<file path="src/hdl/wsp_pkg.sv">
// constants, types and register map of the wake and sleep power control block
package wsp_pkg;
  // clock rate and timing figures
  localparam int unsigned CLK_HZ = 20000000; // system clock in hz
  localparam int unsigned SLEEP_REL_US = 10000; // sleep release delay, 10 ms
  localparam int unsigned WAKE_LOW_US = 1000; // wake-low qualification, 1.0 ms
  localparam int unsigned SLEEP_REL_CYC = (SLEEP_REL_US * (CLK_HZ / 1000000)); // delay cycles
  localparam int unsigned WAKE_LOW_CYC = (WAKE_LOW_US * (CLK_HZ / 1000000)); // low cycles
  localparam int CNT_W = 18; // counter width, holds 200000

  // synchroniser lanes
  localparam int SY_WAKE = 0; // battery wake level
  localparam int SY_UV = 1; // battery above step-up undervoltage level
  localparam int SY_SUG = 2; // step-up good
  localparam int SY_SDG = 3; // step_down_good
  localparam int SY_IRST = 4; // internal reset
  localparam int SY_W = 5; // lane count

  // register byte addresses
  localparam logic [7:0] ADR_CTRL = 8'h00; // converter-off command
  localparam logic [7:0] ADR_STAT = 8'h04; // live status, ignition_status_word
  localparam logic [7:0] ADR_IRQ = 8'h08; // sticky events, write one to clear
  localparam logic [7:0] ADR_MASK = 8'h0c; // event mask

  // ctrl fields
  localparam int CTRL_OFF = 0; // converter-off command latch
  // status fields
  localparam int ST_IGN = 0; // ignition_flag
  localparam int ST_SLEEP_N = 1; // sleep state, active low sleep
  localparam int ST_SLP_RST = 2; // sleep release reset
  localparam int ST_SUG = 3; // step-up good
  localparam int ST_SDG = 4; // step_down_good
  localparam int ST_LOCK = 5; // 5 v rail restart lockout
  localparam int ST_SEL = 6; // pre-driver select, two bits
  // event fields
  localparam int EV_WAKE = 0; // sleep release reset released
  localparam int EV_OFF = 1; // latched off command executed
  localparam int EV_LOCK = 2; // rail lockout taken
  localparam int EV_W = 3; // event count

  // pre-driver source positions
  localparam logic [1:0] SEL_RST = 2'h0; // internal reset position
  localparam logic [1:0] SEL_BAT = 2'h1; // battery supply
  localparam logic [1:0] SEL_BST = 2'h2; // step-up output

  // power mode states
  typedef enum logic [1:0] {
    PM_SLEEP = 2'b00,
    PM_DELAY = 2'b01,
    PM_RUN = 2'b10,
    PM_OFFP = 2'b11
  } wsp_pm_t;

  // whole block state
  typedef struct packed {
    logic [SY_W-1:0] s1; // first sync stage
    logic [SY_W-1:0] s2; // second sync stage
    wsp_pm_t pm; // power mode
    logic [CNT_W-1:0] cnt; // delay counter
    logic off_cmd; // latched converter-off command
    logic lock; // rail restart lockout
    logic conv_en; // converters running
    logic rail_en; // 5 v rail enable
    logic sleep_n; // sleep state, low while asleep
    logic [1:0] sel; // pre-driver select
    logic [EV_W-1:0] irq; // sticky events
    logic [EV_W-1:0] mask; // event mask
    logic irq_out; // interrupt line
    logic ack; // bus acknowledge
    logic [31:0] dat; // bus read data
  } wsp_st_t;
endpackage

</file>
<file path="src/hdl/wsp_power_ctl.sv">
// wake, sleep and supply sequencing logic with a wishbone register slave
//
// The implementer's own choices: the placing of the registers and the Wishbone slave port.
`timescale 1ns/1ps
`default_nettype none

module wsp_power_ctl #(
  parameter int unsigned SLEEP_REL_CYC = wsp_pkg::SLEEP_REL_CYC, // 10 ms in cycles
  parameter int unsigned WAKE_LOW_CYC = wsp_pkg::WAKE_LOW_CYC // 1.0 ms in cycles
) (
  input wire logic clk_i, // 20 mhz clock
  input wire logic rst_i, // synchronous reset
  input wire logic wb_cyc_i, // bus cycle
  input wire logic wb_stb_i, // bus strobe
  input wire logic wb_we_i, // bus write
  input wire logic [7:0] wb_adr_i, // byte address
  input wire logic [3:0] wb_sel_i, // byte lanes
  input wire logic [31:0] wb_dat_i, // write data
  output logic [31:0] wb_dat_o, // read data
  output logic wb_ack_o, // acknowledge
  input wire logic wake_i, // battery wake comparator
  input wire logic batt_above_uv_i, // battery_supply_pin above step_up_undervoltage_level
  input wire logic step_up_good_i, // step_up_output at normal level
  input wire logic step_down_good_i, // step_down_good comparator
  input wire logic int_reset_i, // internal reset, also restores pre-driver select
  output logic conv_en_o, // start step-up and step-down converters
  output logic rail5_en_o, // 5 v main rail enable
  output logic sleep_n_o, // sleep state, low while asleep
  output logic sleep_rst_o, // sleep release reset
  output logic [1:0] predrv_sel_o, // pre-driver source position
  output logic irq_o // level interrupt
);
  wsp_pkg::wsp_st_t r; // registered state
  wsp_pkg::wsp_st_t n; // next state
  logic wake; // synced wake
  logic uv_ok; // synced battery comparison
  logic sug; // synced step-up good
  logic sdg; // synced step_down_good
  logic irst; // synced internal reset
  logic wr; // write taken this cycle
  logic [wsp_pkg::EV_W-1:0] ev; // events this cycle
  logic [31:0] stat_w; // status word

  // only the second stage is read
  assign wake = r.s2[wsp_pkg::SY_WAKE];
  assign uv_ok = r.s2[wsp_pkg::SY_UV];
  assign sug = r.s2[wsp_pkg::SY_SUG];
  assign sdg = r.s2[wsp_pkg::SY_SDG];
  assign irst = r.s2[wsp_pkg::SY_IRST];

  // status word assembly
  always_comb begin
    stat_w = 32'h0;
    stat_w[wsp_pkg::ST_IGN] = uv_ok;
    stat_w[wsp_pkg::ST_SLEEP_N] = r.sleep_n;
    stat_w[wsp_pkg::ST_SLP_RST] = ~r.sleep_n;
    stat_w[wsp_pkg::ST_SUG] = sug;
    stat_w[wsp_pkg::ST_SDG] = sdg;
    stat_w[wsp_pkg::ST_LOCK] = r.lock;
    stat_w[wsp_pkg::ST_SEL +: 2] = r.sel;
  end

  // next-state logic for the whole block
  always_comb begin
    n = r;
    ev = '0;
    // pin synchronisers
    n.s1 = {int_reset_i, step_down_good_i, step_up_good_i, batt_above_uv_i, wake_i};
    n.s2 = r.s1;
    // bus answer one cycle after the request
    n.ack = wb_cyc_i & wb_stb_i & ~r.ack;
    wr = n.ack & wb_we_i;
    // power mode sequencing
    case (r.pm)
      wsp_pkg::PM_SLEEP: begin
        n.cnt = '0;
        if (wake) begin
          n.pm = wsp_pkg::PM_DELAY;
        end
      end
      wsp_pkg::PM_DELAY: begin
        if (!wake) begin
          n.pm = wsp_pkg::PM_SLEEP;
          n.cnt = '0;
        end else if (r.cnt == wsp_pkg::CNT_W'(SLEEP_REL_CYC - 1)) begin
          n.pm = wsp_pkg::PM_RUN;
          n.cnt = '0;
          ev[wsp_pkg::EV_WAKE] = 1'b1;
        end else begin
          n.cnt = r.cnt + 1'b1;
        end
      end
      wsp_pkg::PM_RUN: begin
        n.cnt = '0;
        if (r.off_cmd && !wake) begin
          n.pm = wsp_pkg::PM_OFFP;
        end
      end
      wsp_pkg::PM_OFFP: begin
        if (wake) begin
          n.pm = wsp_pkg::PM_RUN;
          n.cnt = '0;
        end else if (r.cnt == wsp_pkg::CNT_W'(WAKE_LOW_CYC - 1)) begin
          n.pm = wsp_pkg::PM_SLEEP;
          n.cnt = '0;
          n.off_cmd = 1'b0;
          ev[wsp_pkg::EV_OFF] = 1'b1;
        end else begin
          n.cnt = r.cnt + 1'b1;
        end
      end
      default: begin
        n.pm = wsp_pkg::PM_SLEEP;
      end
    endcase
    // command latch, never acted on at once
    if (wr && wb_adr_i == wsp_pkg::ADR_CTRL && wb_sel_i[0] && wb_dat_i[wsp_pkg::CTRL_OFF]) begin
      n.off_cmd = 1'b1;
    end
    // sleep state, low until release reset ends
    n.sleep_n = (n.pm == wsp_pkg::PM_RUN) || (n.pm == wsp_pkg::PM_OFFP);
    // converters: battery above lockout and either wake or awake
    n.conv_en = uv_ok & (wake | n.sleep_n);
    // lockout when the rail loses step_down_good, released by internal reset
    if (irst) begin
      n.lock = 1'b0;
    end else if (r.rail_en && !sdg) begin
      n.lock = 1'b1;
      ev[wsp_pkg::EV_LOCK] = 1'b1;
    end
    n.rail_en = n.sleep_n & sdg & ~n.lock & ~irst;
    // pre-driver source table
    if (irst) begin
      n.sel = wsp_pkg::SEL_RST;
    end else if (!r.sleep_n || !sug) begin
      n.sel = wsp_pkg::SEL_BAT;
    end else begin
      n.sel = wsp_pkg::SEL_BST;
    end
    // sticky events, set wins over write-one clear
    n.irq = r.irq;
    if (wr && wb_adr_i == wsp_pkg::ADR_IRQ && wb_sel_i[0]) begin
      n.irq = r.irq & ~wb_dat_i[wsp_pkg::EV_W-1:0];
    end
    n.irq = n.irq | ev;
    if (wr && wb_adr_i == wsp_pkg::ADR_MASK && wb_sel_i[0]) begin
      n.mask = wb_dat_i[wsp_pkg::EV_W-1:0];
    end
    n.irq_out = |(n.irq & n.mask);
    // read data, unmapped reads zero
    n.dat = 32'h0;
    if (wb_adr_i == wsp_pkg::ADR_CTRL) begin
      n.dat[wsp_pkg::CTRL_OFF] = r.off_cmd;
    end else if (wb_adr_i == wsp_pkg::ADR_STAT) begin
      n.dat = stat_w;
    end else if (wb_adr_i == wsp_pkg::ADR_IRQ) begin
      n.dat[wsp_pkg::EV_W-1:0] = r.irq;
    end else if (wb_adr_i == wsp_pkg::ADR_MASK) begin
      n.dat[wsp_pkg::EV_W-1:0] = r.mask;
    end
  end

  // state register
  always_ff @(posedge clk_i) begin
    if (rst_i) begin
      r <= '0;
    end else begin
      r <= n;
    end
  end

  // outputs straight from flops
  assign wb_dat_o = r.dat;
  assign wb_ack_o = r.ack;
  assign conv_en_o = r.conv_en;
  assign rail5_en_o = r.rail_en;
  assign sleep_n_o = r.sleep_n;
  assign sleep_rst_o = ~r.sleep_n;
  assign predrv_sel_o = r.sel;
  assign irq_o = r.irq_out;

  // reset position follows internal reset
  property p_sel_rst;
    @(posedge clk_i) disable iff (rst_i) irst |=> (predrv_sel_o == wsp_pkg::SEL_RST);
  endproperty
  a_sel_rst: assert property (p_sel_rst) else $error("preselect not 0 in reset");

  // step-up source when awake with step-up good
  property p_sel_bst;
    @(posedge clk_i) disable iff (rst_i)
      (!irst && r.sleep_n && sug) |=> (predrv_sel_o == wsp_pkg::SEL_BST);
  endproperty
  a_sel_bst: assert property (p_sel_bst) else $error("preselect not 2");

  // rail never on without step_down_good
  property p_rail_sdg;
    @(posedge clk_i) disable iff (rst_i) rail5_en_o |-> $past(sdg);
  endproperty
  a_rail_sdg: assert property (p_rail_sdg) else $error("rail on without step down good");

  // lockout holds rail off until internal reset
  property p_lock;
    @(posedge clk_i) disable iff (rst_i) (r.lock && !irst) |=> !rail5_en_o;
  endproperty
  a_lock: assert property (p_lock) else $error("rail restarted under lockout");

  // converters start one edge after synced wake with battery good
  property p_conv;
    @(posedge clk_i) disable iff (rst_i) (wake && uv_ok) |=> conv_en_o;
  endproperty
  a_conv: assert property (p_conv) else $error("converters not started");

  // sleep release reset covers the whole delay
  property p_delay;
    @(posedge clk_i) disable iff (rst_i) (r.pm == wsp_pkg::PM_DELAY) |-> sleep_rst_o;
  endproperty
  a_delay: assert property (p_delay) else $error("sleep reset released early");

  // wake returning cancels the pending shutdown
  property p_cancel;
    @(posedge clk_i) disable iff (rst_i)
      (r.pm == wsp_pkg::PM_OFFP && wake) |=> (r.pm == wsp_pkg::PM_RUN && r.cnt == '0);
  endproperty
  a_cancel: assert property (p_cancel) else $error("off not cancelled");

  // qualified low executes the command
  property p_exec;
    @(posedge clk_i) disable iff (rst_i)
      (r.pm == wsp_pkg::PM_OFFP && !wake && r.cnt == wsp_pkg::CNT_W'(WAKE_LOW_CYC - 1))
      |=> (!sleep_n_o && !r.off_cmd);
  endproperty
  a_exec: assert property (p_exec) else $error("off not executed");

  // command never acts while wake is high
  property p_hold;
    @(posedge clk_i) disable iff (rst_i) (r.pm == wsp_pkg::PM_RUN && wake) |=> sleep_n_o;
  endproperty
  a_hold: assert property (p_hold) else $error("off acted while wake high");

  // status read shows ignition comparison
  property p_ign;
    @(posedge clk_i) disable iff (rst_i)
      (wb_cyc_i && wb_stb_i && !wb_ack_o && !wb_we_i && wb_adr_i == wsp_pkg::ADR_STAT)
      |=> (wb_ack_o && wb_dat_o[wsp_pkg::ST_IGN] == $past(uv_ok));
  endproperty
  a_ign: assert property (p_ign) else $error("ignition flag wrong");

  // wake seen while asleep starts the release delay
  property p_wake_delay;
    @(posedge clk_i) disable iff (rst_i)
      (r.pm == wsp_pkg::PM_SLEEP && wake) |=> (r.pm == wsp_pkg::PM_DELAY && sleep_rst_o);
  endproperty
  a_wake_delay: assert property (p_wake_delay) else $error("delay not started");

  // wake dropping during the delay restarts it from zero
  property p_restart;
    @(posedge clk_i) disable iff (rst_i)
      (r.pm == wsp_pkg::PM_DELAY && !wake) |=> (r.pm == wsp_pkg::PM_SLEEP && r.cnt == '0);
  endproperty
  a_restart: assert property (p_restart) else $error("delay not restarted");

  // end of the delay releases sleep reset and flags the event
  property p_release;
    @(posedge clk_i) disable iff (rst_i)
      (r.pm == wsp_pkg::PM_DELAY && wake && r.cnt == wsp_pkg::CNT_W'(SLEEP_REL_CYC - 1))
      |=> (sleep_n_o && r.irq[wsp_pkg::EV_WAKE]);
  endproperty
  a_release: assert property (p_release) else $error("sleep reset not released");

  // without a latched command the system stays awake
  property p_off_wait;
    @(posedge clk_i) disable iff (rst_i) (r.pm == wsp_pkg::PM_RUN && !r.off_cmd) |=> sleep_n_o;
  endproperty
  a_off_wait: assert property (p_off_wait) else $error("shutdown without command");

  // sleep state keeps the rail off
  property p_gate;
    @(posedge clk_i) disable iff (rst_i) !sleep_n_o |-> !rail5_en_o;
  endproperty
  a_gate: assert property (p_gate) else $error("rail on while asleep");

  // losing step_down_good with the rail up takes the lockout
  property p_lock_set;
    @(posedge clk_i) disable iff (rst_i)
      (rail5_en_o && !sdg && !irst) |=> (r.lock && !rail5_en_o);
  endproperty
  a_lock_set: assert property (p_lock_set) else $error("lockout not taken");

  // battery position while asleep or step-up not good
  property p_sel_bat;
    @(posedge clk_i) disable iff (rst_i)
      (!irst && (!r.sleep_n || !sug)) |=> (predrv_sel_o == wsp_pkg::SEL_BAT);
  endproperty
  a_sel_bat: assert property (p_sel_bat) else $error("preselect not 1");
endmodule

`default_nettype wire

</file>
<file path="config.mk">
export PLATFORM = sky130hd
export DESIGN_NAME = wsp_power_ctl
export DESIGN_NICKNAME = d
export VERILOG_FILES = /design/src/hdl/wsp_pkg.sv /design/src/hdl/wsp_power_ctl.sv
export SDC_FILE = /design/constraint.sdc
export NUM_CORES = 1
export LEC_CHECK = 0
export BUFFER_PORTS_ARGS = -buffer_cell sky130_fd_sc_hd__buf_4
export CAP_MARGIN = 40
export CORE_ASPECT_RATIO = 1.1
export CORE_MARGIN = 2
export CORE_UTILIZATION = 35
export CTS_BUF_LIST = sky130_fd_sc_hd__clkbuf_16
export DETAILED_ROUTE_END_ITERATION = 16
export SLEW_MARGIN = 20
export SYNTH_ARGS = -nofsm -noshare
export SYNTH_HDL_FRONTEND = slang
export SYNTH_SLANG_ARGS = --single-unit
</file>
<file path="constraint.sdc">
create_clock -name clk_i -period 1.7 [get_ports clk_i]
set_input_delay 0.17 -clock clk_i [delete_from_list [all_inputs] [get_ports clk_i]]
set_output_delay 0.17 -clock clk_i [all_outputs]
set_load 0.02 [all_outputs]
</file>
# == Yosys cells after proc, flatten, opt, wreduce, memory -nomap -nowiden ==
# Cells that the tools add are included.
# totals
regBits,77
elab_cells,100
input_bits,54
# op_classes
n_eq_ne,11
add_sub_neg,1
reduce_logical,24
mux,30
n_bitwise,17
# ops
operator,count
case mux 20 bit (4 select lines),1
two-way mux 20 bit,2
two-way mux 18 bit,2
adder 18 x 1 -> 18 bit (second input constant),1
== test 18 x 15 -> 1 bit (second input constant),1
== test 18 bit (second input constant),1
== test 8 x 4 -> 1 bit (second input constant),2
two-way mux 1 bit,15
two-way mux 3 bit,5
two-way mux 2 bit,5
logical AND 1 bit,9
== test 2 bit (second input constant),4
== test 8 x 3 -> 1 bit (second input constant),1
logical NOT 8 bit,1
AND 1 bit,7
AND 3 bit,2
OR reduction 3 bit,2
NOT 1 bit,5
logical NOT 1 bit,4
nonzero test 2 bit,2
OR reduction 2 bit,2
NOT 3 bit,1
OR 3 bit,1
AND reduction 3 bit,1
other kinds (5),6

# == Logic depth before layout (Yosys ltp) ==
# Gate-level depths: netlist of run 1.
# logic_depth
ltp_word,9
mapped_depth,7

# == Worst setup path before layout of run 1 ==
# OpenSTA, ideal clock, no wires.
# synth_path
path_type,reg2reg
startpoint,register r[47] (netlist name)
endpoint,register r[56] (netlist name)
period_less_slack_ns,1.808
setup_ns,0.115
required_ns,1.585
stages_incl_launch_ff,8
arrival_time_ns,1.693
setup_slack_ns,-0.108
cell_sequence,dfxtp_1 ha_1 nand4_1 nor4b_1 a21oi_1 o21ai_4 buf_6 nor2_1
# synth_via
elab_chain_len,4
elab_cells_between_ends,8
# synth_rtl
item,line_no,source
"start, declared",wsp_power_ctl.sv:33,wsp_pkg::wsp_st_t r;
"start signal, assigned",wsp_power_ctl.sv:168,r <= n;
"adder 18 x 1 -> 18 bit, or another cell as far along","wsp_power_ctl.sv:90, wsp_power_ctl.sv:109",
"two-way mux 18 bit, on equally long branches","wsp_power_ctl.sv:103, wsp_power_ctl.sv:85",
"two-way mux 20 bit, on equally long branches","wsp_power_ctl.sv:100, wsp_power_ctl.sv:82",
case mux 20 bit (4 select lines) (*),wsp_power_ctl.sv:74,case (r.pm)
# Mark *: on every way between the ends. The rest lies on a longest branch, timed or not.
# A chain may end at the register's enable or synchronous reset.

# == Worst setup path in the final report of run 1 ==
# layout_path
startpoint,register r[54] (netlist name)
endpoint,"register r, in the netlist rail5_en_o"
# layout_via
elab_chain_len,9
elab_cells_between_ends,13
# layout_rtl
item,line_no,source
== test 18 x 15 -> 1 bit / == test 18 bit (equally long branches),"wsp_power_ctl.sv:103, wsp_power_ctl.sv:85",
"two-way mux 2 bit, on equally long branches","wsp_power_ctl.sv:103, wsp_power_ctl.sv:85",
"two-way mux 20 bit, on equally long branches","wsp_power_ctl.sv:100, wsp_power_ctl.sv:82",
case mux 20 bit (4 select lines) (*),wsp_power_ctl.sv:74,
== test 2 bit,wsp_power_ctl.sv:121,n.sleep_n = (n.pm == wsp_pkg::PM_RUN) || (n.pm == wsp_pkg::PM_OFFP);
logical OR 1 bit (*),wsp_power_ctl.sv:121,
AND 1 bit (*) (3 in a row),wsp_power_ctl.sv:131,n.rail_en = n.sleep_n & sdg & ~n.lock & ~irst;
# Marks and branches as above.

==> results.json, run 1 <==
{
  "cts.hold.buffers_added": 0,
  "num_antenna_cells": 0,
  "cts.reportedPaths.clkPinSlew_ns": 0.07,
  "ios": 94,
  "postSynthAreaPerCell_um2": 9.47,
  "timing_hold_violations_final": 0,
  "initial_standard_cell_utilization_of_the_core": 0.359,
  "rsz0062_at_grt": "yes",
  "final_area_um2": 2970,
  "design.core.area_um2": 6520,
  "routed-via-count": 1762,
  "period_needed_ns": 1.87,
  "worst_path_largest_cell_delay_ns": 0.54,
  "first_global_vias": 1607,
  "final_layout_size_suffix_gt1_frac": 0.319,
  "period_share": 1.10,
  "detailed_place.area_um2": 2720,
  "gp_congestion": 0.776,
  "slew_violations": 0,
  "synthesis.area_um2": 2340,
  "synth_sequential_area_ratio": 0.445,
  "violated_checks": "negative setup slack",
  "cpMaxStageDelayCell": "sky130_fd_sc_hd__or4_4",
  "yosys_register_bits": 52,
  "maximum_number_of_pins_on_one_net_before_global_route_repair": 29,
  "detailedRoute.firstIterationViolations": 67,
  "cp-startpoint": "r[54]",
  "fin_worst_hold_slack_ns": 0.0829,
  "reg2regPathDepth": 5,
  "grt_remaining_overflow": 0,
  "yosysTopAreaCell": "sky130_fd_sc_hd__dfxtp_1",
  "synthesis.instances": 247,
  "crit_fanout": 6,
  "area_growth_pct": 26.7,
  "detailroute.wirelength.met3_um": 250,
  "top_signal_layer_used": "met4",
  "grt_pass1_wl_mm": 7.11,
  "fp-row-count": 31,
  "cts_htree_levels": 2,
  "fillCellCount": 657,
  "wl_met1_mm": 1.79,
  "grt_antenna_before_repair": 0,
  "p_leak_uw": 0.00119,
  "via_per_inst": 4.56,
  "yosysWarningCount": 0,
  "dp_cells": 372,
  "achievable-frequency_ghz": 0.535,
  "insertion_delay_ns": 0.29,
  "start_kind": "register",
  "worst_setup_path_endpoint": "rail5_en_o",
  "grtUsageTotal": 0.124,
  "clock_skew_ns": 0.0112,
  "post_drt_wl_per_cell_um": 11.5,
  "synth_async_sr_flop_share": 0,
  "cts_root_buf": "sky130_fd_sc_hd__clkbuf_16",
  "class_of_the_worst_hold_path": "in2reg",
  "die_h_um": 89.8,
  "finalSetupViolCount": 24,
  "synth.distinct_cells": 46,
  "status": "finished, violations left",
  "cts.path.max_buffers": 2,
  "post-route-worst-setup-slack_ns": -0.170,
  "setup.worst_path.end_class": "register",
  "drc": 0,
  "floorplan.die_area_um2": 7360,
  "synth_edf_count": 0,
  "post-dp-hpwl_mm": 3.27,
  "floorplan.die.width_um": 82.0,
  "post-route-util": 0.455,
  "setup.reg_to_reg.worst_slack_ns": -0.17,
  "r2r_end": "rail5_en_o",
  "drt_pass1_iterations": 4,
  "routed_wirelength_mm": 4.44,
  "sink_count_of_the_clock_tree": 52,
  "max_cap_viol_count": 0,
  "setup_total_negative_slack_ns": -3.48,
  "worst-setup-path-type": "reg2reg",
  "vdd.ir_drop.worst_v": 0.000377,
  "cts_tree": "built",
  "crit_chain": "or4_4 > nor3_4 > and4_4 > o22ai_4 > nor4b_2",
  "finalNonFillerCells": 386,
  "numCtsBuffers": 5,
  "netlist_top_cells_area": "sky130_fd_sc_hd__dfxtp_1, sky130_fd_sc_hd__buf_4, sky130_fd_sc_hd__nor2_1",
  "worstPathRequired_ns": 1.91,
  "postRouteAntennaNets": 0,
  "postSynth.topFlopCell": "sky130_fd_sc_hd__dfxtp_1",
  "arrival_ns": 2.08,
  "critical_path.reg2reg.startpoint": "r[54]",
  "p_per_area_nw_per_um2": 810,
  "buffer_ports.inserted": 37,
  "finish.net_count": 358,
  "detailroute.wirelength.met2_mm": 2.35,
  "share_of_the_synthesized_area_in_the_top_cell_type": 0.445
}
==> how the worst min path moves through the flow <==
stage                     start       end  slack (ns)  cells after the start
5_1_grt        step_down_good_i     n[70]        0.10                      2
4_1_cts          step_up_good_i     n[69]        0.08                      2
6_report         step_up_good_i     n[69]        0.08                      2
2_1_floorplan          wb_stb_i  wb_ack_o        0.29                      2
3_5_place_dp     step_up_good_i     n[69]        0.39                      2
3_3_place_gp   step_down_good_i     n[70]        0.38                      2
==> synth_stat cells (all sizes together), types with 3 or more instances <==
cell / number
buf: 37
xor2: 11
o21ai: 3
nor2: 27
nor2b: 14
and4: 3
nor4: 3
inv: 6
dfxtp: 52
and2: 6
a21oi: 8
and3: 5
nand2: 13
nor3: 7
mux2i: 3
nand3: 8
nand4: 6
xnor2: 5
==> metrics by stage <==
step                setup slack [ns]  power [uW]
finish                        -0.170        2400
global route                  -0.275        2510
CTS                           -0.119        2430
detailed placement            -0.261        1420
global placement              -0.212        1410
floorplan                    -0.0591        1400
==> metal layers <==
| layer | track usage | vias to the layer above |
|---|---|---|
| li1 | - | 893 |
| met1 | 0.148 | 822 |
| met2 | 0.211 | 42 |
| met3 | 0.0321 | 5 |
| met4 | 0.0417 | 0 |
| met5 | 0 | - |
==> layout make-up <==
class / instances / area (um2) / area share
Inverter: 6 / 22.5 / 0.00759
Multi-Input combinational cell: 173 / 1150 / 0.386
Tap cell: 82 / 103 / 0.0346
Clock buffer: 5 / 125 / 0.0422
Clock inverter: 3 / 25.0 / 0.00844
Sequential cell: 52 / 1040 / 0.352
Timing Repair Buffer: 65 / 500 / 0.169
==> cells in the final DEF (no fill, tap or decap), drive strengths merged, types with 7 or more instances in the layout <==
| cell | Yosys | layout |
|---|---|---|
| xor2 | 11 | 11 |
| nand2 | 13 | 13 |
| nand3 | 8 | 8 |
| nor2b | 14 | 14 |
| nor2 | 27 | 27 |
| buf | 37 | 65 |
| a21oi | 8 | 8 |
| inv | 6 | 8 |
| dfxtp | 52 | 52 |
| conb | 1 | 24 |
| nor3 | 7 | 7 |
==> timing repair <==
action	4_1_cts	5_1_grt
endpoints found under the setup margin	23	31
buffers inserted	1	5
resized for setup	3	6
pin swaps	2	5
==> power breakdown <==
part           internal (uW)  switching [uW]  leakage (uW)
Combinational           58.8            91.3      0.000696
Sequential              1230            7.21      0.000422
Clock                    556             457     0.0000708
Total                   1850             556       0.00119
==> logic make-up after synthesis <==
family	share of synthesized area
multiplexers	0.0225
other	0.00160
buffers and inverters	0.133
XOR/XNOR	0.0599
flip-flops	0.445
AND/OR/NAND/NOR	0.264
AO/OA/AOI/OAI	0.0685
adder cells (fa/ha/maj)	0.00535
==> flip-flops by register name, summed over array words and instances (netlist names) <==
register / cells
wb_dat_o: 8
rail5_en_o: 1
r: 31
conv_en_o: 1
wb_ack_o: 1
irst: 1
irq_o: 1
n: 5
predrv_sel_o: 2
sleep_n_o: 1
==> critical path, delay by kind of cell (launching register included) <==
| kind | cells | cell delay (ns) |
|---|---|---|
| AO/OA/AOI/OAI | 1 | 0.07 |
| flip-flops | 1 | 0.32 |
| AND/OR/NAND/NOR | 4 | 1.41 |
(Power assumes the default switching activity.)
==> run 2, diff against run 1 <==
Settings changed: CORE_UTILIZATION 35 to 43, PLACE_DENSITY set to 0.75, REMOVE_ABC_BUFFERS set to 1.
==> run 2 against run 1 <==
The flow still finishes with violations (negative setup slack). Register-to-register slack gained 0.099 ns. Clock-buffer cell count stayed put. Maximum frequency grew 5.6%. Global-route usage up 2.3 points. Via count decreased by 2.2%. Power grew 11%. Largest power group is now the clock network.
==> results.json, run 2 (synthesis gave the netlist of run 1 again) <==
{
  "arrival_ns": 1.95,
  "vdd.ir_drop.worst_v": 0.000588,
  "max_cap_viol_count": 0,
  "status": "finished, violations left",
  "via_per_inst": 4.62,
  "buffer_ports.inserted": 37,
  "final_cell_mix": "sky130_fd_sc_hd__buf_4, sky130_fd_sc_hd__dfxtp_1, sky130_fd_sc_hd__nor2_1",
  "setup.worst_path.end_class": "register",
  "postRouteAntennaNets": 0,
  "detailedRoute.firstIterationViolations": 54,
  "grt_antenna_before_repair": 0,
  "cts.hold.buffers_added": 0,
  "grt_pass1_wl_mm": 6.70,
  "top_register": "r",
  "final_layout_size_suffix_gt1_frac": 0.285,
  "area_growth_pct": 24.3,
  "start_kind": "register",
  "gp_congestion": 0.787,
  "floorplan.die_area_um2": 6050,
  "period_share": 1.04,
  "slew_violations": 0,
  "crit_fanout": 6,
  "post-dp-hpwl_mm": 2.96,
  "period_needed_ns": 1.77,
  "post-route-util": 0.546,
  "p_leak_uw": 0.00118,
  "routed_wirelength_mm": 4.25,
  "timing_hold_violations_final": 0,
  "post-route-worst-setup-slack_ns": -0.0710,
  "grt_remaining_overflow": 0,
  "finish.net_count": 352,
  "violated_checks": "negative setup slack",
  "floorplan.die.width_um": 74.3,
  "fp-row-count": 28,
  "initial_standard_cell_utilization_of_the_core": 0.439,
  "die_h_um": 81.4,
  "routed-via-count": 1724,
  "design.core.area_um2": 5330,
  "numCtsBuffers": 5,
  "cts_root_buf": "sky130_fd_sc_hd__clkbuf_16",
  "grtUsageTotal": 0.146,
  "insertion_delay_ns": 0.29,
  "achievable-frequency_ghz": 0.565,
  "worst-setup-path-type": "reg2reg",
  "cts_htree_levels": 2,
  "drc": 0,
  "num_antenna_cells": 0,
  "drt_pass1_iterations": 4,
  "cts.reportedPaths.clkPinSlew_ns": 0.07,
  "class_of_the_worst_hold_path": "in2reg",
  "sink_count_of_the_clock_tree": 52,
  "post_drt_wl_per_cell_um": 11.4,
  "maximum_number_of_pins_on_one_net_before_global_route_repair": 29,
  "p_per_area_nw_per_um2": 920,
  "largest_register_ffs": 31,
  "cts_tree": "built",
  "layout_commonest_cell": "sky130_fd_sc_hd__buf_4",
  "clock_skew_ns": 0.00689,
  "finalSetupViolCount": 24,
  "worstPathRequired_ns": 1.88,
  "cts.path.max_buffers": 2,
  "first_global_vias": 1557,
  "ios": 94,
  "place_ws_ns": -0.243,
  "rsz0062_at_grt": "yes"
}
-- run 2: final timing paths --
check | startpoint | end | slack [ns] | cells after the start
worst min-delay path | int_reset_i | n[71] | 0.09 | 2
worst min register to register | n[68] | r[68] | 0.44 | 1
worst max-delay path | r[53] | rail5_en_o | -0.07 | 6
worst max register to register | r[53] | rail5_en_o | -0.07 | 6
-- run 2: metal layers --
layer | GRT usage | up-vias | routed length (um) | part of all wire
met1 | 0.163 | 795 | 1770 | 0.42
met2 | 0.265 | 42 | 2180 | 0.51
met4 | 0.0482 | 0 | 65 | 0.015
li1 | - | 881 | - | -
met3 | 0.0422 | 6 | 237 | 0.056
met5 | 0 | - | 0 | 0
-- run 2: cell type report --
type	instances	area, um2
clock inverters	3	68.8
repair buffers	59	455
inverters	6	22.5
flip-flops and latches	52	1040
clock buffers	5	125
fillers	494	2420
well taps	75	93.8
multi-input cells	173	1100
-- run 2: power by group --
group	total [uW]	internal (uW)	leakage [uW]	switching, uW
combinational	149	58.1	0.000662	90.8
sequential	1240	1230	0.000422	6.56
clock	1290	848	0.0000944	440
total	2680	2140	0.00118	537
-- run 2: repair_timing --
action,CTS,global route
resized for setup,5,2
setup endpoints to repair,23,25
pin swaps,5,1
buffers inserted,2,1
-- run 2: stage by stage --
step                      TNS (ns)  instance area [um2]  instances  hold slack (ns)  total power (uW)
after floorplan              -1.67                 2140        231            0.239              1340
after global placement       -2.44                 2660        362            0.379              1410
after detailed placement     -2.36                 2660        362            0.389              1410
after CTS                   -0.997                 2890        372           0.0876              2690
after global routing         -3.39                 2910        373           0.0823              2760
final                        -1.24                 2910        373           0.0923              2680
-- run 2: worst max-delay path: stages, from the launching register on --
cell and delay [ns]:
sky130_fd_sc_hd__dfxtp_2 0.32, sky130_fd_sc_hd__or4_4 0.54, sky130_fd_sc_hd__nor3_4 0.23, sky130_fd_sc_hd__buf_4 0.16
sky130_fd_sc_hd__nand3_1 0.13, sky130_fd_sc_hd__o22ai_2 0.22, sky130_fd_sc_hd__nor4b_2 0.07
